`src/pts_map.svh`:
```
// register offsets, field positions, reset values and timing figures of the start/stop block
`ifndef PTS_MAP_SVH
`define PTS_MAP_SVH
`define PTS_OFF_START    12'h000
`define PTS_OFF_STOP     12'h004
`define PTS_OFF_HIZEN    12'h008
`define PTS_OFF_CTRL     12'h00C
`define PTS_OFF_STATUS   12'h010
`define PTS_OFF_MASK     12'h014
`define PTS_OFF_OSCBND   12'h018
`define PTS_OFF_OSCMEAS  12'h01C
`define PTS_OFF_CNT0     12'h020
`define PTS_FLD_W        4
`define PTS_SEL_RST      16'hFFFF
`define PTS_HIZ01_LSB    0
`define PTS_HIZ23_LSB    8
`define PTS_HIZ_W        7
`define PTS_HIZ_MASK     16'h5F6F
`define PTS_ST_STOP_LSB  4
`define PTS_ST_OSC       8
`define PTS_ST_HIZ01     9
`define PTS_ST_HIZ23     10
`define PTS_ST_W         11
`define PTS_BND_HI_LSB   16
`define PTS_CLK_HZ       20000000
`define PTS_TCLK_DIV     4
`define PTS_WDT_DIV      8
`define PTS_OSCBND_RST   32'hFFFF_0000
`endif

```
`src/pts_pkg.sv`:
```
// types shared by the start/stop source selection block
package pts_pkg;
  typedef struct packed {
    logic       etrg;
    logic       cmpB;
    logic       cmpA;
    logic       ioB;
    logic       ioA;
    logic [2:0] unit1Cmp;
    logic [2:0] unit0Cmp;
  } pts_src_s;
  typedef struct packed {
    logic in12;
    logic in11;
    logic in10;
    logic in8;
    logic in4;
    logic in0;
    logic shortFlag;
  } pts_flags_s;
endpackage

```
`src/pts_hw_start_stop.sv`:
```
// hardware start/stop source selection, four counters, oscillation check and pair hi-z
// Function
// - The start register holds one 4-bit source field per counter at bits 0-3, 4-7, 8-11, 12-15.
// - The stop/clear register holds four 4-bit fields laid out like the start fields.
// - Codes 0, 1, 2 select comparator detection on channels 0-2 of the first converter unit.
// - Codes 4, 5, 6 select comparator detection on channels 0-2 of the second converter unit.
// - Codes 8 and 9 select the timer 3 A and B pin inputs.
// - Codes 10 and 11 select the timer 3 internal compare outputs A and B.
// - Code 12 selects the external trigger pin.
// - The oscillation check counts divided module clock ticks across divided watchdog edges.
// - Bits 0 and 8 enable the short flag as hi-z source for pairs 0/1 and 2/3.
// - For pair 0/1 bits 1,2,3,5,6 enable input flags 0,4,8,11,12; bit 4 is reserved.
// - For pair 2/3 bits 9-12 and 14 enable flags 0,4,8,10,12; bits 13 and 15 reserved.
//
// Chosen here: the APB slave port and the address map.
`timescale 1ns/100ps
`include "pts_map.svh"
module pts_hw_start_stop #(
  parameter int CNT_W   = 16,
  parameter int TCLK_DIV = `PTS_TCLK_DIV,
  parameter int WDT_DIV  = `PTS_WDT_DIV
) (
  input  wire logic                  mclk,
  input  wire logic                  rst,
  input  wire logic                  psel,
  input  wire logic                  penable,
  input  wire logic                  pwrite,
  input  wire logic [11:0]           paddr,
  input  wire logic [31:0]           pwdata,
  output logic                       pready,
  output logic [31:0]                prdata,
  output logic                       pslverr,
  input  wire pts_pkg::pts_src_s     srcIn,
  input  wire pts_pkg::pts_flags_s   hizFlags,
  input  wire logic                  watchdogLowSpeedClock,
  output logic [3:0]                 counterRun,
  output logic [4*CNT_W-1:0]         pwmCounterValue,
  output logic [1:0]                 pairHiz,
  output logic                       irq
);
  // elaboration stops on sizes that the counters and the read mux cannot carry
  if (CNT_W < 1 || CNT_W > 32 || TCLK_DIV < 1 ||
      WDT_DIV < 1 || WDT_DIV > 255) begin : g_bad_param
    $error("pts_hw_start_stop: unsupported parameter values");
  end
  localparam int TDW = $clog2(TCLK_DIV + 1);

  // code -> event vector entry; codes 3, 7 and 13-15 pick nothing
  function automatic logic selEvent(input logic [3:0] code, input logic [15:0] ev);
    selEvent = ev[code];
  endfunction

  function automatic logic [15:0] rdMux(input logic [15:0] v);
    rdMux = v;
  endfunction

  ////////////////////////////////////////////////////////////////////////////
  // input synchronisers and edge detection
  logic [7:0] syncA_ff;
  logic [7:0] syncB_ff;
  logic [7:0] syncPrev_ff;
  logic [1:0] cmpPrev_ff;
  wire  [7:0] pinRaw = {srcIn.etrg, srcIn.ioB, srcIn.ioA, srcIn.unit1Cmp[2:0],
                        srcIn.unit0Cmp[1:0]};
  // unit0 channel 2 has its own three-stage chain, u02Sync_ff, with the same delay as the pin chain
  logic [2:0] u02Sync_ff;
  logic       wdA_ff;
  logic       wdB_ff;
  logic       wdPrev_ff;
  always_ff @(posedge mclk) begin
    syncA_ff    <= pinRaw;
    syncB_ff    <= syncA_ff;
    syncPrev_ff <= syncB_ff;
    u02Sync_ff  <= {u02Sync_ff[1:0], srcIn.unit0Cmp[2]};
    wdA_ff      <= watchdogLowSpeedClock;
    wdB_ff      <= wdA_ff;
    wdPrev_ff   <= wdB_ff;
    cmpPrev_ff  <= {srcIn.cmpB, srcIn.cmpA};
  end
  wire [7:0] pinRise = syncB_ff & ~syncPrev_ff;
  wire       u02Rise = u02Sync_ff[1] & ~u02Sync_ff[2];
  wire [1:0] cmpRise = {srcIn.cmpB, srcIn.cmpA} & ~cmpPrev_ff;
  wire       wdRise  = wdB_ff & ~wdPrev_ff;
  wire [15:0] evVec = {3'h0, pinRise[7], cmpRise[1], cmpRise[0], pinRise[6], pinRise[5],
                       1'b0, pinRise[4:2], 1'b0, u02Rise, pinRise[1:0]};

  ////////////////////////////////////////////////////////////////////////////
  // registers and apb slave
  logic [15:0]          startSel_ff;
  logic [15:0]          stopSel_ff;
  logic [15:0]          hizEn_ff;
  logic [3:0]           clrMode_ff;
  logic [`PTS_ST_W-1:0] status_ff;
  logic [`PTS_ST_W-1:0] mask_ff;
  logic [31:0]          oscBnd_ff;
  logic [15:0]          oscMeas_ff;
  logic [31:0]          prdata_ff;
  logic                 err_ff;
  logic [CNT_W-1:0]     cnt_ff [4];
  logic [3:0]           run_ff;

  wire setup  = psel & ~penable;
  wire wrAcc  = psel & penable & pwrite;
  wire wrStart = wrAcc & (paddr == `PTS_OFF_START);
  wire wrStop  = wrAcc & (paddr == `PTS_OFF_STOP);
  wire wrHiz   = wrAcc & (paddr == `PTS_OFF_HIZEN);
  wire wrCtrl  = wrAcc & (paddr == `PTS_OFF_CTRL);
  wire wrStat  = wrAcc & (paddr == `PTS_OFF_STATUS);
  wire wrMask  = wrAcc & (paddr == `PTS_OFF_MASK);
  wire wrBnd   = wrAcc & (paddr == `PTS_OFF_OSCBND);
  wire isCnt   = (paddr[11:4] == 8'(`PTS_OFF_CNT0 >> 4)) & (paddr[1:0] == 2'h0);
  logic [31:0] rdVal;
  logic        rdHit;
  always_comb begin
    rdHit = 1'b1;
    rdVal = 32'h0;
    unique case (paddr)
      `PTS_OFF_START:   rdVal = {16'h0, rdMux(startSel_ff)};
      `PTS_OFF_STOP:    rdVal = {16'h0, rdMux(stopSel_ff)};
      `PTS_OFF_HIZEN:   rdVal = {16'h0, rdMux(hizEn_ff)};
      `PTS_OFF_CTRL:    rdVal = {28'h0, clrMode_ff};
      `PTS_OFF_STATUS:  rdVal = {{(32-`PTS_ST_W){1'b0}}, status_ff};
      `PTS_OFF_MASK:    rdVal = {{(32-`PTS_ST_W){1'b0}}, mask_ff};
      `PTS_OFF_OSCBND:  rdVal = oscBnd_ff;
      `PTS_OFF_OSCMEAS: rdVal = {16'h0, oscMeas_ff};
      default: begin
        rdHit = isCnt;
        rdVal = isCnt ? 32'(cnt_ff[paddr[3:2]]) : 32'h0;
      end
    endcase
  end
  always_ff @(posedge mclk) begin
    if (rst) begin
      prdata_ff <= 32'h0;
      err_ff    <= 1'b0;
    end else if (setup) begin
      prdata_ff <= pwrite ? 32'h0 : rdVal;
      // counters are read-only: a write there is refused
      err_ff    <= ~rdHit | (pwrite & isCnt) | (pwrite & (paddr == `PTS_OFF_OSCMEAS));
    end
  end
  assign pready  = 1'b1;
  assign prdata  = prdata_ff;
  assign pslverr = psel & penable & err_ff;
  wire okWr = ~err_ff;

  // reset leaves every field on an unused code so no counter starts on its own
  always_ff @(posedge mclk) begin
    if (rst) begin
      startSel_ff <= `PTS_SEL_RST;
      stopSel_ff  <= `PTS_SEL_RST;
      hizEn_ff    <= 16'h0;
      clrMode_ff  <= 4'h0;
      mask_ff     <= '0;
      oscBnd_ff   <= `PTS_OSCBND_RST;
    end else if (okWr) begin
      if (wrStart) startSel_ff <= pwdata[15:0];
      if (wrStop)  stopSel_ff  <= pwdata[15:0];
      if (wrHiz)   hizEn_ff    <= pwdata[15:0] & `PTS_HIZ_MASK;
      if (wrCtrl)  clrMode_ff  <= pwdata[3:0];
      if (wrMask)  mask_ff     <= pwdata[`PTS_ST_W-1:0];
      if (wrBnd)   oscBnd_ff   <= pwdata;
    end
  end

  ////////////////////////////////////////////////////////////////////////////
  // counters: stop wins over start in the same cycle
  logic [3:0] startEv;
  logic [3:0] stopEv;
  always_comb begin
    for (int i = 0; i < 4; i++) begin
      startEv[i] = selEvent(startSel_ff[i*`PTS_FLD_W +: `PTS_FLD_W], evVec);
      stopEv[i]  = selEvent(stopSel_ff[i*`PTS_FLD_W +: `PTS_FLD_W], evVec);
    end
  end
  always_ff @(posedge mclk) begin
    for (int i = 0; i < 4; i++) begin
      if (rst) begin
        run_ff[i] <= 1'b0;
        cnt_ff[i] <= '0;
      end else begin
        if (stopEv[i]) run_ff[i] <= 1'b0;
        else if (startEv[i]) run_ff[i] <= 1'b1;
        if (stopEv[i] && clrMode_ff[i]) cnt_ff[i] <= '0;
        else if (run_ff[i]) cnt_ff[i] <= cnt_ff[i] + 1'b1;
      end
    end
  end
  assign counterRun = run_ff;
  always_comb begin
    for (int i = 0; i < 4; i++) pwmCounterValue[i*CNT_W +: CNT_W] = cnt_ff[i];
  end

  ////////////////////////////////////////////////////////////////////////////
  // oscillation check: ticks of the divided module clock per WDT_DIV watchdog edges
  logic [TDW-1:0] tDiv_ff;
  logic [7:0]     wdCnt_ff;
  logic [15:0]    meas_ff;
  logic           oscBad;
  wire tick    = (tDiv_ff == TDW'(TCLK_DIV - 1));
  wire wdDone  = wdRise & (wdCnt_ff == 8'(WDT_DIV - 1));
  always_ff @(posedge mclk) begin
    if (rst) begin
      tDiv_ff    <= '0;
      wdCnt_ff   <= 8'h0;
      meas_ff    <= 16'h0;
      oscMeas_ff <= 16'h0;
    end else begin
      tDiv_ff <= tick ? '0 : tDiv_ff + 1'b1;
      if (wdRise) wdCnt_ff <= wdDone ? 8'h0 : wdCnt_ff + 1'b1;
      if (wdDone) begin
        oscMeas_ff <= meas_ff;
        meas_ff    <= 16'h0;
      end else if (tick && meas_ff != 16'hFFFF) meas_ff <= meas_ff + 1'b1;
    end
  end
  // saturation at full scale means the watchdog clock has stopped
  assign oscBad = (wdDone && (meas_ff < oscBnd_ff[15:0] ||
                   meas_ff > oscBnd_ff[`PTS_BND_HI_LSB +: 16])) || (tick && meas_ff == 16'hFFFE);

  ////////////////////////////////////////////////////////////////////////////
  // pair high impedance
  wire [6:0] flags01 = {hizFlags.in12, hizFlags.in11, 1'b0, hizFlags.in8, hizFlags.in4,
                        hizFlags.in0, hizFlags.shortFlag};
  wire [6:0] flags23 = {hizFlags.in12, 1'b0, hizFlags.in10, hizFlags.in8, hizFlags.in4,
                        hizFlags.in0, hizFlags.shortFlag};
  logic [1:0] hiz_ff;
  wire [1:0] nxt_hiz = {|(hizEn_ff[`PTS_HIZ23_LSB +: `PTS_HIZ_W] & flags23),
                        |(hizEn_ff[`PTS_HIZ01_LSB +: `PTS_HIZ_W] & flags01)};
  always_ff @(posedge mclk) begin
    if (rst) hiz_ff <= 2'h0;
    else hiz_ff <= nxt_hiz;
  end
  assign pairHiz = hiz_ff;

  ////////////////////////////////////////////////////////////////////////////
  // interrupt status: set wins over a write-one clear
  wire [`PTS_ST_W-1:0] stSet = {nxt_hiz & ~hiz_ff, oscBad, stopEv, startEv};
  wire [`PTS_ST_W-1:0] stClr = (wrStat & okWr) ? pwdata[`PTS_ST_W-1:0] : '0;
  always_ff @(posedge mclk) begin
    if (rst) status_ff <= '0;
    else status_ff <= (status_ff & ~stClr) | stSet;
  end
  assign irq = |(status_ff & mask_ff);

  // pair 0/1 cause built from the enable bits one by one; bit 4 takes part in nothing
  wire cause01 = (hizEn_ff[0] & hizFlags.shortFlag) | (hizEn_ff[1] & hizFlags.in0) |
                 (hizEn_ff[2] & hizFlags.in4) | (hizEn_ff[3] & hizFlags.in8) |
                 (hizEn_ff[5] & hizFlags.in11) | (hizEn_ff[6] & hizFlags.in12);
endmodule // pts_hw_start_stop

```
`config.mk`:
```
export PLATFORM = sky130hd
export DESIGN_NAME = pts_hw_start_stop
export DESIGN_NICKNAME = d
export VERILOG_FILES = /design/src/pts_pkg.sv /design/src/pts_hw_start_stop.sv
export VERILOG_INCLUDE_DIRS = /design/src
export SDC_FILE = /design/constraint.sdc
export NUM_CORES = 1
export LEC_CHECK = 0
export ABC_CLOCK_PERIOD_IN_PS = 3600
export BUFFER_PORTS_ARGS = -buffer_cell sky130_fd_sc_hd__buf_4
export CAP_MARGIN = 20
export CELL_PAD_IN_SITES_DETAIL_PLACEMENT = 1
export CELL_PAD_IN_SITES_GLOBAL_PLACEMENT = 1
export CORE_UTILIZATION = 40
export CTS_BUF_LIST = sky130_fd_sc_hd__clkbuf_4 sky130_fd_sc_hd__clkbuf_8 sky130_fd_sc_hd__clkbuf_16
export DETAILED_ROUTE_END_ITERATION = 12
export GPL_TIMING_DRIVEN = 1
export PLACE_DENSITY_LB_ADDON = 0.1
export SYNTH_ARGS = -nofsm -noshare
export SYNTH_HDL_FRONTEND = slang
export SYNTH_SLANG_ARGS = --single-unit
```
`constraint.sdc`:
```
create_clock -name mclk -period 3.6 [get_ports mclk]
set_input_delay 0.72 -clock mclk [delete_from_list [all_inputs] [get_ports mclk]]
set_output_delay 0.72 -clock mclk [all_outputs]
set_load 0.05 [all_outputs]
```
==> flow_metrics.env, run 1 <==
export IMPL_postSynth_asyncResetShare_pct=0
export IMPL_fin_crit_ps=2681
export IMPL_viasPerCell=5.780
export IMPL_rsz0062_at_grt="no"
export IMPL_yosys_warnings=0
export IMPL_drive_gt1_share_pct=20.83
export IMPL_tns_ps=0
export IMPL_drc=0
export IMPL_htreeDepth=2
export IMPL_status="complete, no violations"
export IMPL_synth_top_family_by_area="simple AND/OR/NAND/NOR gates"
export IMPL_clock_skew_ps=20.62
export IMPL_leakage_nw=6.658
export IMPL_yosysTopAreaCellShare_pct=30.41
export IMPL_setup_viol=0
export IMPL_ctsHoldBuffers=0
export IMPL_drt_initial_drc_count=643
export IMPL_grt_first_pass_wirelength_mm=75.24
export IMPL_worst_pin_slew_ps=847.2
export IMPL_ir_drop_mv=0.3201
export IMPL_synth_mux_area_share_pct=9.969
export IMPL_grt_pass1_vias=12553
export IMPL_synthXorXnorAreaFrac_pct=4.558
export IMPL_synth_edff_count=64
export IMPL_antenna_found_initial=0
export IMPL_initial_core_util_pct=40.86
export IMPL_cp_end_kind="flop"
export IMPL_post_cts_buffers=0
export IMPL_hold_path_class="input port to flop"
export IMPL_hpwl_mm=37.44
export IMPL_numPortBuffers=171
export IMPL_avgRoutedWirePerCell_um=23.42
export IMPL_ys_types=68
export IMPL_slew_violations=0
export IMPL_cts_sinks=280
export IMPL_clk_path_buf_depth=3
export IMPL_seqCellArea_um2=6246
export IMPL_clock_latency_ps=520
export IMPL_synth_area_um2=14220
export IMPL_max_freq_mhz=373.0
export IMPL_grt_overflow_total=0
export IMPL_synth_seq_cells=280
export IMPL_final_area_um2=17160
export IMPL_place_congestion=0.8645
export IMPL_maxCapViolations=0
export IMPL_ys_flop_type="dfxtp_1"
export IMPL_cts_tree="yes"
export IMPL_timing_slew_headroom_pct=42.80
export IMPL_min_period_over_period_pct=74.47
export IMPL_clk_pin_slew_ps=60
export IMPL_ys_seq_area_share_pct=43.92
export IMPL_die_w_um=190.5
export IMPL_nFillCells=3949
export IMPL_crit_type="flop to flop"
export IMPL_arrival_ps=2820
export IMPL_hold_viol=0
export IMPL_dr_total_vias=12295
export IMPL_cts_resized=0
export IMPL_syn_num_nets=1595
export IMPL_synth_simple_area_share_pct=18.94
export IMPL_critPathMaxFanout=16
export IMPL_ios=173
export IMPL_die_y_um=190.5
export IMPL_syn_inst=1487
export IMPL_synth_area_leaders="dfxtp_1, edfxtp_1, mux2i_1"
export IMPL_first_pass_iters=5
export IMPL_cp_start_kind="flop"
export IMPL_dieArea_um2=36310
export IMPL_powerDensity_nw_per_um2=433.9
export IMPL_grt_use_total_pct=27.40
export IMPL_yosys_area_share_adder_pct=3.520
export IMPL_ant_nets=0
export IMPL_area_growth_pct=20.65
export IMPL_rows=68
export IMPL_synth_compound_area_share_pct=14.39
export IMPL_syn_area_per_cell_um2=9.563
export IMPL_required_ps=3740
export IMPL_yosys_area_top_type="dfxtp_1"
export IMPL_reg2reg_setup_slack_ps=920
export IMPL_cts_made_buffers=34
export IMPL_wirelength_mm=49.81
export IMPL_final_nets=1758
export IMPL_multiInputGateArea_um2=7320
export IMPL_grt_start_max_net_pins=60
export IMPL_root_buffer="clkbuf_16"
export IMPL_design_core_area_um2=34800
export IMPL_dpl_cell_area_um2=15990
report_power, final:
| part | switching, W | internal [W] | total (W) | leakage [nW] |
|---|---|---|---|---|
| logic | 0.000339 | 0.000184 | 0.000523 | 3.66 |
| clock network | 0.00134 | 0.00225 | 0.00358 | 0.582 |
| registers | 0.0000744 | 0.00326 | 0.00334 | 2.42 |
logic make-up after synthesis:
family                   after synthesis
AO/OA/AOI/OAI                        292
XOR/XNOR                              74
adder cells (fa/ha/maj)               40
buffers and inverters                157
flip-flops                           280
multiplexers                         108
other                                  1
AND/OR/NAND/NOR                      535
layout by cell type, fill, tap and decap left out, drive strengths merged, types with 5 or more instances in the layout:
| master | Yosys | final |
|---|---|---|
| o211ai | 30 | 30 |
| nand3b | 13 | 13 |
| nor2 | 180 | 180 |
| mux2i | 73 | 73 |
| or3b | 16 | 16 |
| nand2 | 128 | 128 |
| xnor2 | 48 | 48 |
| and4 | 6 | 6 |
| mux4 | 26 | 26 |
| nand2b | 18 | 18 |
| o21ai | 43 | 43 |
| nor2b | 18 | 18 |
| a21oi | 68 | 68 |
| inv | 77 | 77 |
| nand3 | 35 | 35 |
| a22o | 5 | 5 |
| or3 | 8 | 8 |
| buf | 29 | 207 |
| a211oi | 27 | 27 |
| o22ai | 19 | 19 |
| a211o | 16 | 16 |
| dfxtp | 216 | 216 |
| nor3b | 7 | 7 |
| a221oi | 13 | 13 |
| edfxtp | 64 | 64 |
| xor2 | 26 | 26 |
| a22oi | 31 | 31 |
| ha | 40 | 40 |
| nor4 | 11 | 11 |
| a21o | 7 | 7 |
| nand4 | 25 | 25 |
| nor3 | 34 | 34 |
| a2111oi | 5 | 5 |
| clkbuf | 51 | 46 |
| clkinv | 0 | 7 |
| and3 | 17 | 17 |
| mux2 | 9 | 9 |
| a222oi | 5 | 5 |
cell usage after synthesis, types with 7 or more instances:
library cell,count
a21oi_1,68
nor4_1,8
a22oi_2,10
or3_1,8
buf_2,16
dfxtp_1,216
a211o_1,16
nor2_2,10
nor3_1,32
nor2b_1,18
nor2_1,170
edfxtp_1,64
nor3b_1,7
or3b_2,16
a22oi_1,21
xnor2_1,48
nand4_1,25
xor2_1,26
o211ai_1,30
nand2b_1,18
inv_1,76
nand3_1,35
ha_1,40
o21ai_0,43
mux2_2,9
a21o_1,7
mux2i_1,73
and3_1,17
mux4_2,26
nand3b_1,13
o22ai_1,19
nand2_1,128
a221oi_1,13
a211oi_1,24
clkbuf_1,51
sequential cells by signal (all words and copies together), names as in the netlist, 8 cells and up:
signal       flops
oscMeas_ff      16
meas_ff         16
hizEn_ff        12
startSel_ff     16
syncA_ff         8
wdCnt_ff         8
stopSel_ff      16
status_ff       11
syncB_ff         8
oscBnd_ff       32
mask_ff         11
prdata          32
syncPrev_ff      8
cnt_ff          64
cell type report:
cell class | count | area share [%]
multi-input cells | 1050 | 42.66
repair buffers | 207 | 9.131
clock buffers | 46 | 5.900
inverters | 77 | 1.685
flip-flops and latches | 280 | 36.41
diodes | 1 | 0.01459
well taps | 455 | 3.318
clock inverters | 11 | 0.8824
critical path: stages (launching register included):
cell	delay, ps
dfxtp_1	400
or3b_2	490
a211oi_1	440
a211oi_1	130
a21oi_1	200
a211o_1	640
path summary, 6_finish.rpt:
check | cells after the start | startpoint | end
setup / recovery | 5 | stopSel_ff[2] | cnt_ff[0][13]
hold / removal | 1 | srcIn[10] | syncA_ff[7]
setup reg to reg | 5 | stopSel_ff[2] | cnt_ff[0][13]
hold reg to reg | 0 | syncA_ff[0] | syncB_ff[0]
through the flow:
stage / setup slack (ps) / cells / utilization (%) / total power (W) / hold slack, ps
final: 919.0 / 2127 / 49.30 / 0.007444 / 307.6
after global routing: 748.8 / 2126 / 49.30 / 0.007674 / 297.6
after CTS: 900.9 / 2126 / 49.30 / 0.007505 / 296.6
after detailed placement: 551.4 / 2069 / 45.95 / 0.003926 / 313.5
after global placement: 601.6 / 2069 / 45.95 / 0.003919 / 310.4
after floorplan: 1013 / 1487 / - / 0.003682 / 309.6
metal layers:
| layer | share of wire, % | wire, µm | vias up | track usage [%] |
|---|---|---|---|---|
| met5 | 0 | 0 | - | 0 |
| met4 | 4.0 | 1998 | 0 | 11.57 |
| met3 | 5.4 | 2665 | 106 | 3.828 |
| met2 | 48 | 24020 | 390 | 46.31 |
| met1 | 42 | 21120 | 6102 | 34.88 |
| li1 | - | - | 5697 | - |
Power figures use the tool's default switching activity.
==> run 2: changes to the inputs <==
--- a/config.mk
+++ b/config.mk
@@ -6,7 +6,7 @@
 export SDC_FILE = /design/constraint.sdc
 export NUM_CORES = 1
 export LEC_CHECK = 0
-export ABC_CLOCK_PERIOD_IN_PS = 3600
+export ABC_CLOCK_PERIOD_IN_PS = 2800
 export BUFFER_PORTS_ARGS = -buffer_cell sky130_fd_sc_hd__buf_4
 export CAP_MARGIN = 20
 export CELL_PAD_IN_SITES_DETAIL_PLACEMENT = 1
==> constraint.sdc (replaced) <==
create_clock -name mclk -period 2.8 [get_ports mclk]
set_input_delay 0.56 -clock mclk [delete_from_list [all_inputs] [get_ports mclk]]
set_output_delay 0.56 -clock mclk [all_outputs]
set_load 0.05 [all_outputs]
==> run 2 against run 1 <==
Effect of this change: clock power grew 25%; fmax grew 11%; final cell count grew 1.3%; register-to-register slack lost 530 ps; global-route usage grew 0.38 points; worst setup slack lost 530 ps; core utilization grew 0.75 points; non-clock buffer count grew 26; largest power group unchanged; first-iteration DRC count grew 26%; total power grew 27%; clock skew shrank 7.3 ps; hold slack lost 160 ps.
==> flow_metrics.env, run 2 (synthesis gave the netlist of run 1 again) <==
export IMPL_grt_first_pass_wirelength_mm=76.65
export IMPL_final_common_cell="buf_4"
export IMPL_htreeDepth=2
export IMPL_maxCapViolations=0
export IMPL_area_growth_pct=22.48
export IMPL_nFillCells=3971
export IMPL_antenna_found_initial=1
export IMPL_combPwrFrac_pct=7.3
export IMPL_numPortBuffers=171
export IMPL_viasPerCell=5.788
export IMPL_first_pass_iters=5
export IMPL_clkPwrFrac_pct=47.4
export IMPL_multiInputGateArea_um2=7320
export IMPL_drt_initial_drc_count=809
export IMPL_setup_viol=0
export IMPL_post_cts_buffers=0
export IMPL_avgRoutedWirePerCell_um=23.37
export IMPL_drive_gt1_share_pct=22.35
export IMPL_hold_path_class="input port to flop"
export IMPL_timing_slew_headroom_pct=34.72
export IMPL_clk_path_buf_depth=3
export IMPL_antenna_cells=0
export IMPL_top_register="cnt_ff"
export IMPL_clk_pin_slew_ps=60
export IMPL_p_seq_share_pct=45.3
export IMPL_leakage_nw=6.815
export IMPL_final_nets=1784
export IMPL_ios=173
export IMPL_clock_latency_ps=510
export IMPL_status="complete, no violations"
export IMPL_dieArea_um2=36310
export IMPL_arrival_ps=2600
export IMPL_ir_drop_mv=0.4574
export IMPL_layout_common_cells="buf_4, dfxtp_1, nor2_1, nand2_1, inv_1"
export IMPL_seqCellArea_um2=6246
export IMPL_drc=0
export IMPL_dr_total_vias=12474
export IMPL_largest_reg_flops=64
export IMPL_root_buffer="clkbuf_16"
export IMPL_hold_viol=0
export IMPL_sw_frac_of_total_pct=24.42
export IMPL_ctsHoldBuffers=0
export IMPL_tns_ps=0
export IMPL_p_sw_w=0.002311
export IMPL_fin_crit_ps=2407
export IMPL_p_int_w=0.007155
export IMPL_cts_resized=0
export IMPL_die_w_um=190.5
export IMPL_grt_start_max_net_pins=80
export IMPL_grt_overflow_total=0
export IMPL_grt_use_total_pct=27.77
export IMPL_cp_end_kind="flop"
export IMPL_worst_pin_slew_ps=966.9
export IMPL_design_core_area_um2=34800
export IMPL_critPathMaxFanout=16
export IMPL_die_y_um=190.5
export IMPL_crit_type="flop to flop"
export IMPL_ant_nets=0
export IMPL_grt_pass1_vias=12724
export IMPL_initial_core_util_pct=40.86
export IMPL_min_period_over_period_pct=85.98
export IMPL_required_ps=2990
export IMPL_max_freq_mhz=415.4
export IMPL_cp_start_kind="flop"
export IMPL_clock_skew_ps=13.36
export IMPL_rsz0062_at_grt="no"
export IMPL_rows=68
export IMPL_cts_sinks=280
export IMPL_slew_violations=0
export IMPL_powerDensity_nw_per_um2=543.5
export IMPL_holdWs_ps=149.4
export IMPL_hpwl_mm=37.85
export IMPL_wirelength_mm=50.36
export IMPL_cts_made_buffers=34
export IMPL_cts_tree="yes"
export IMPL_place_congestion=0.8928
==> run 2: final timing paths <==
kind,from,end,slack [ps],cells after the start
max,syncB_ff[1],cnt_ff[0][9],390,6
min,watchdogLowSpeedClock,wdA_ff,150,1
max reg2reg,syncB_ff[1],cnt_ff[0][9],390,6
min reg2reg,syncA_ff[5],syncB_ff[5],320,0
==> run 2: cell type report <==
| type | instances | area share, % |
|---|---|---|
| Sequential cell | 280 | 35.86 |
| Tap cell | 455 | 3.269 |
| Clock buffer | 51 | 6.264 |
| Multi-Input combinational cell | 1050 | 42.03 |
| Clock inverter | 9 | 0.3017 |
| Timing Repair Buffer | 233 | 10.62 |
| Inverter | 77 | 1.659 |
==> run 2: metrics by stage <==
stage	cell area, µm²	setup slack (ps)	utilization (%)	power [W]	std cells
2_1_floorplan	14220	372.5	-	0.004734	1487
6_report	17420	392.5	50.05	0.009466	2155
3_5_place_dp	16270	104.5	46.76	0.005065	2095
3_3_place_gp	16270	132.0	46.76	0.005055	2095
5_1_grt	17420	254.9	50.05	0.009754	2155
4_1_cts	17420	409.0	50.05	0.009542	2155
==> run 2: power by group through the flow <==
| stage | clock network [W] | registers, W | logic (W) |
|---|---|---|---|
| CTS | 0.00456 | 0.00429 | 0.000690 |
| floorplan | 0 | 0.00445 | 0.000281 |
| global placement | 0 | 0.00437 | 0.000680 |
| global route | 0.00473 | 0.00430 | 0.000726 |
| detailed placement | 0 | 0.00438 | 0.000688 |
| finish | 0.00449 | 0.00429 | 0.000690 |
==> run 2: critical path, cell delays in order (launching register included) <==
cell	delay [ps]
dfxtp_1	390
or3b_2	460
a211oi_1	480
a211oi_1	130
a21oi_1	210
a211o_1	150
buf_4	250
==> run 2: layer usage <==
metal  vias up  GRT usage (%)  share of wire (%)  wire length (µm)
met2       351          47.65                 49             24640
met5         -              0              0.026                13
met1      6248          35.23                 42             21340
li1       5773              -                  -                 -
met4         2          10.71                3.7              1885
met3       100          3.754                4.9              2486
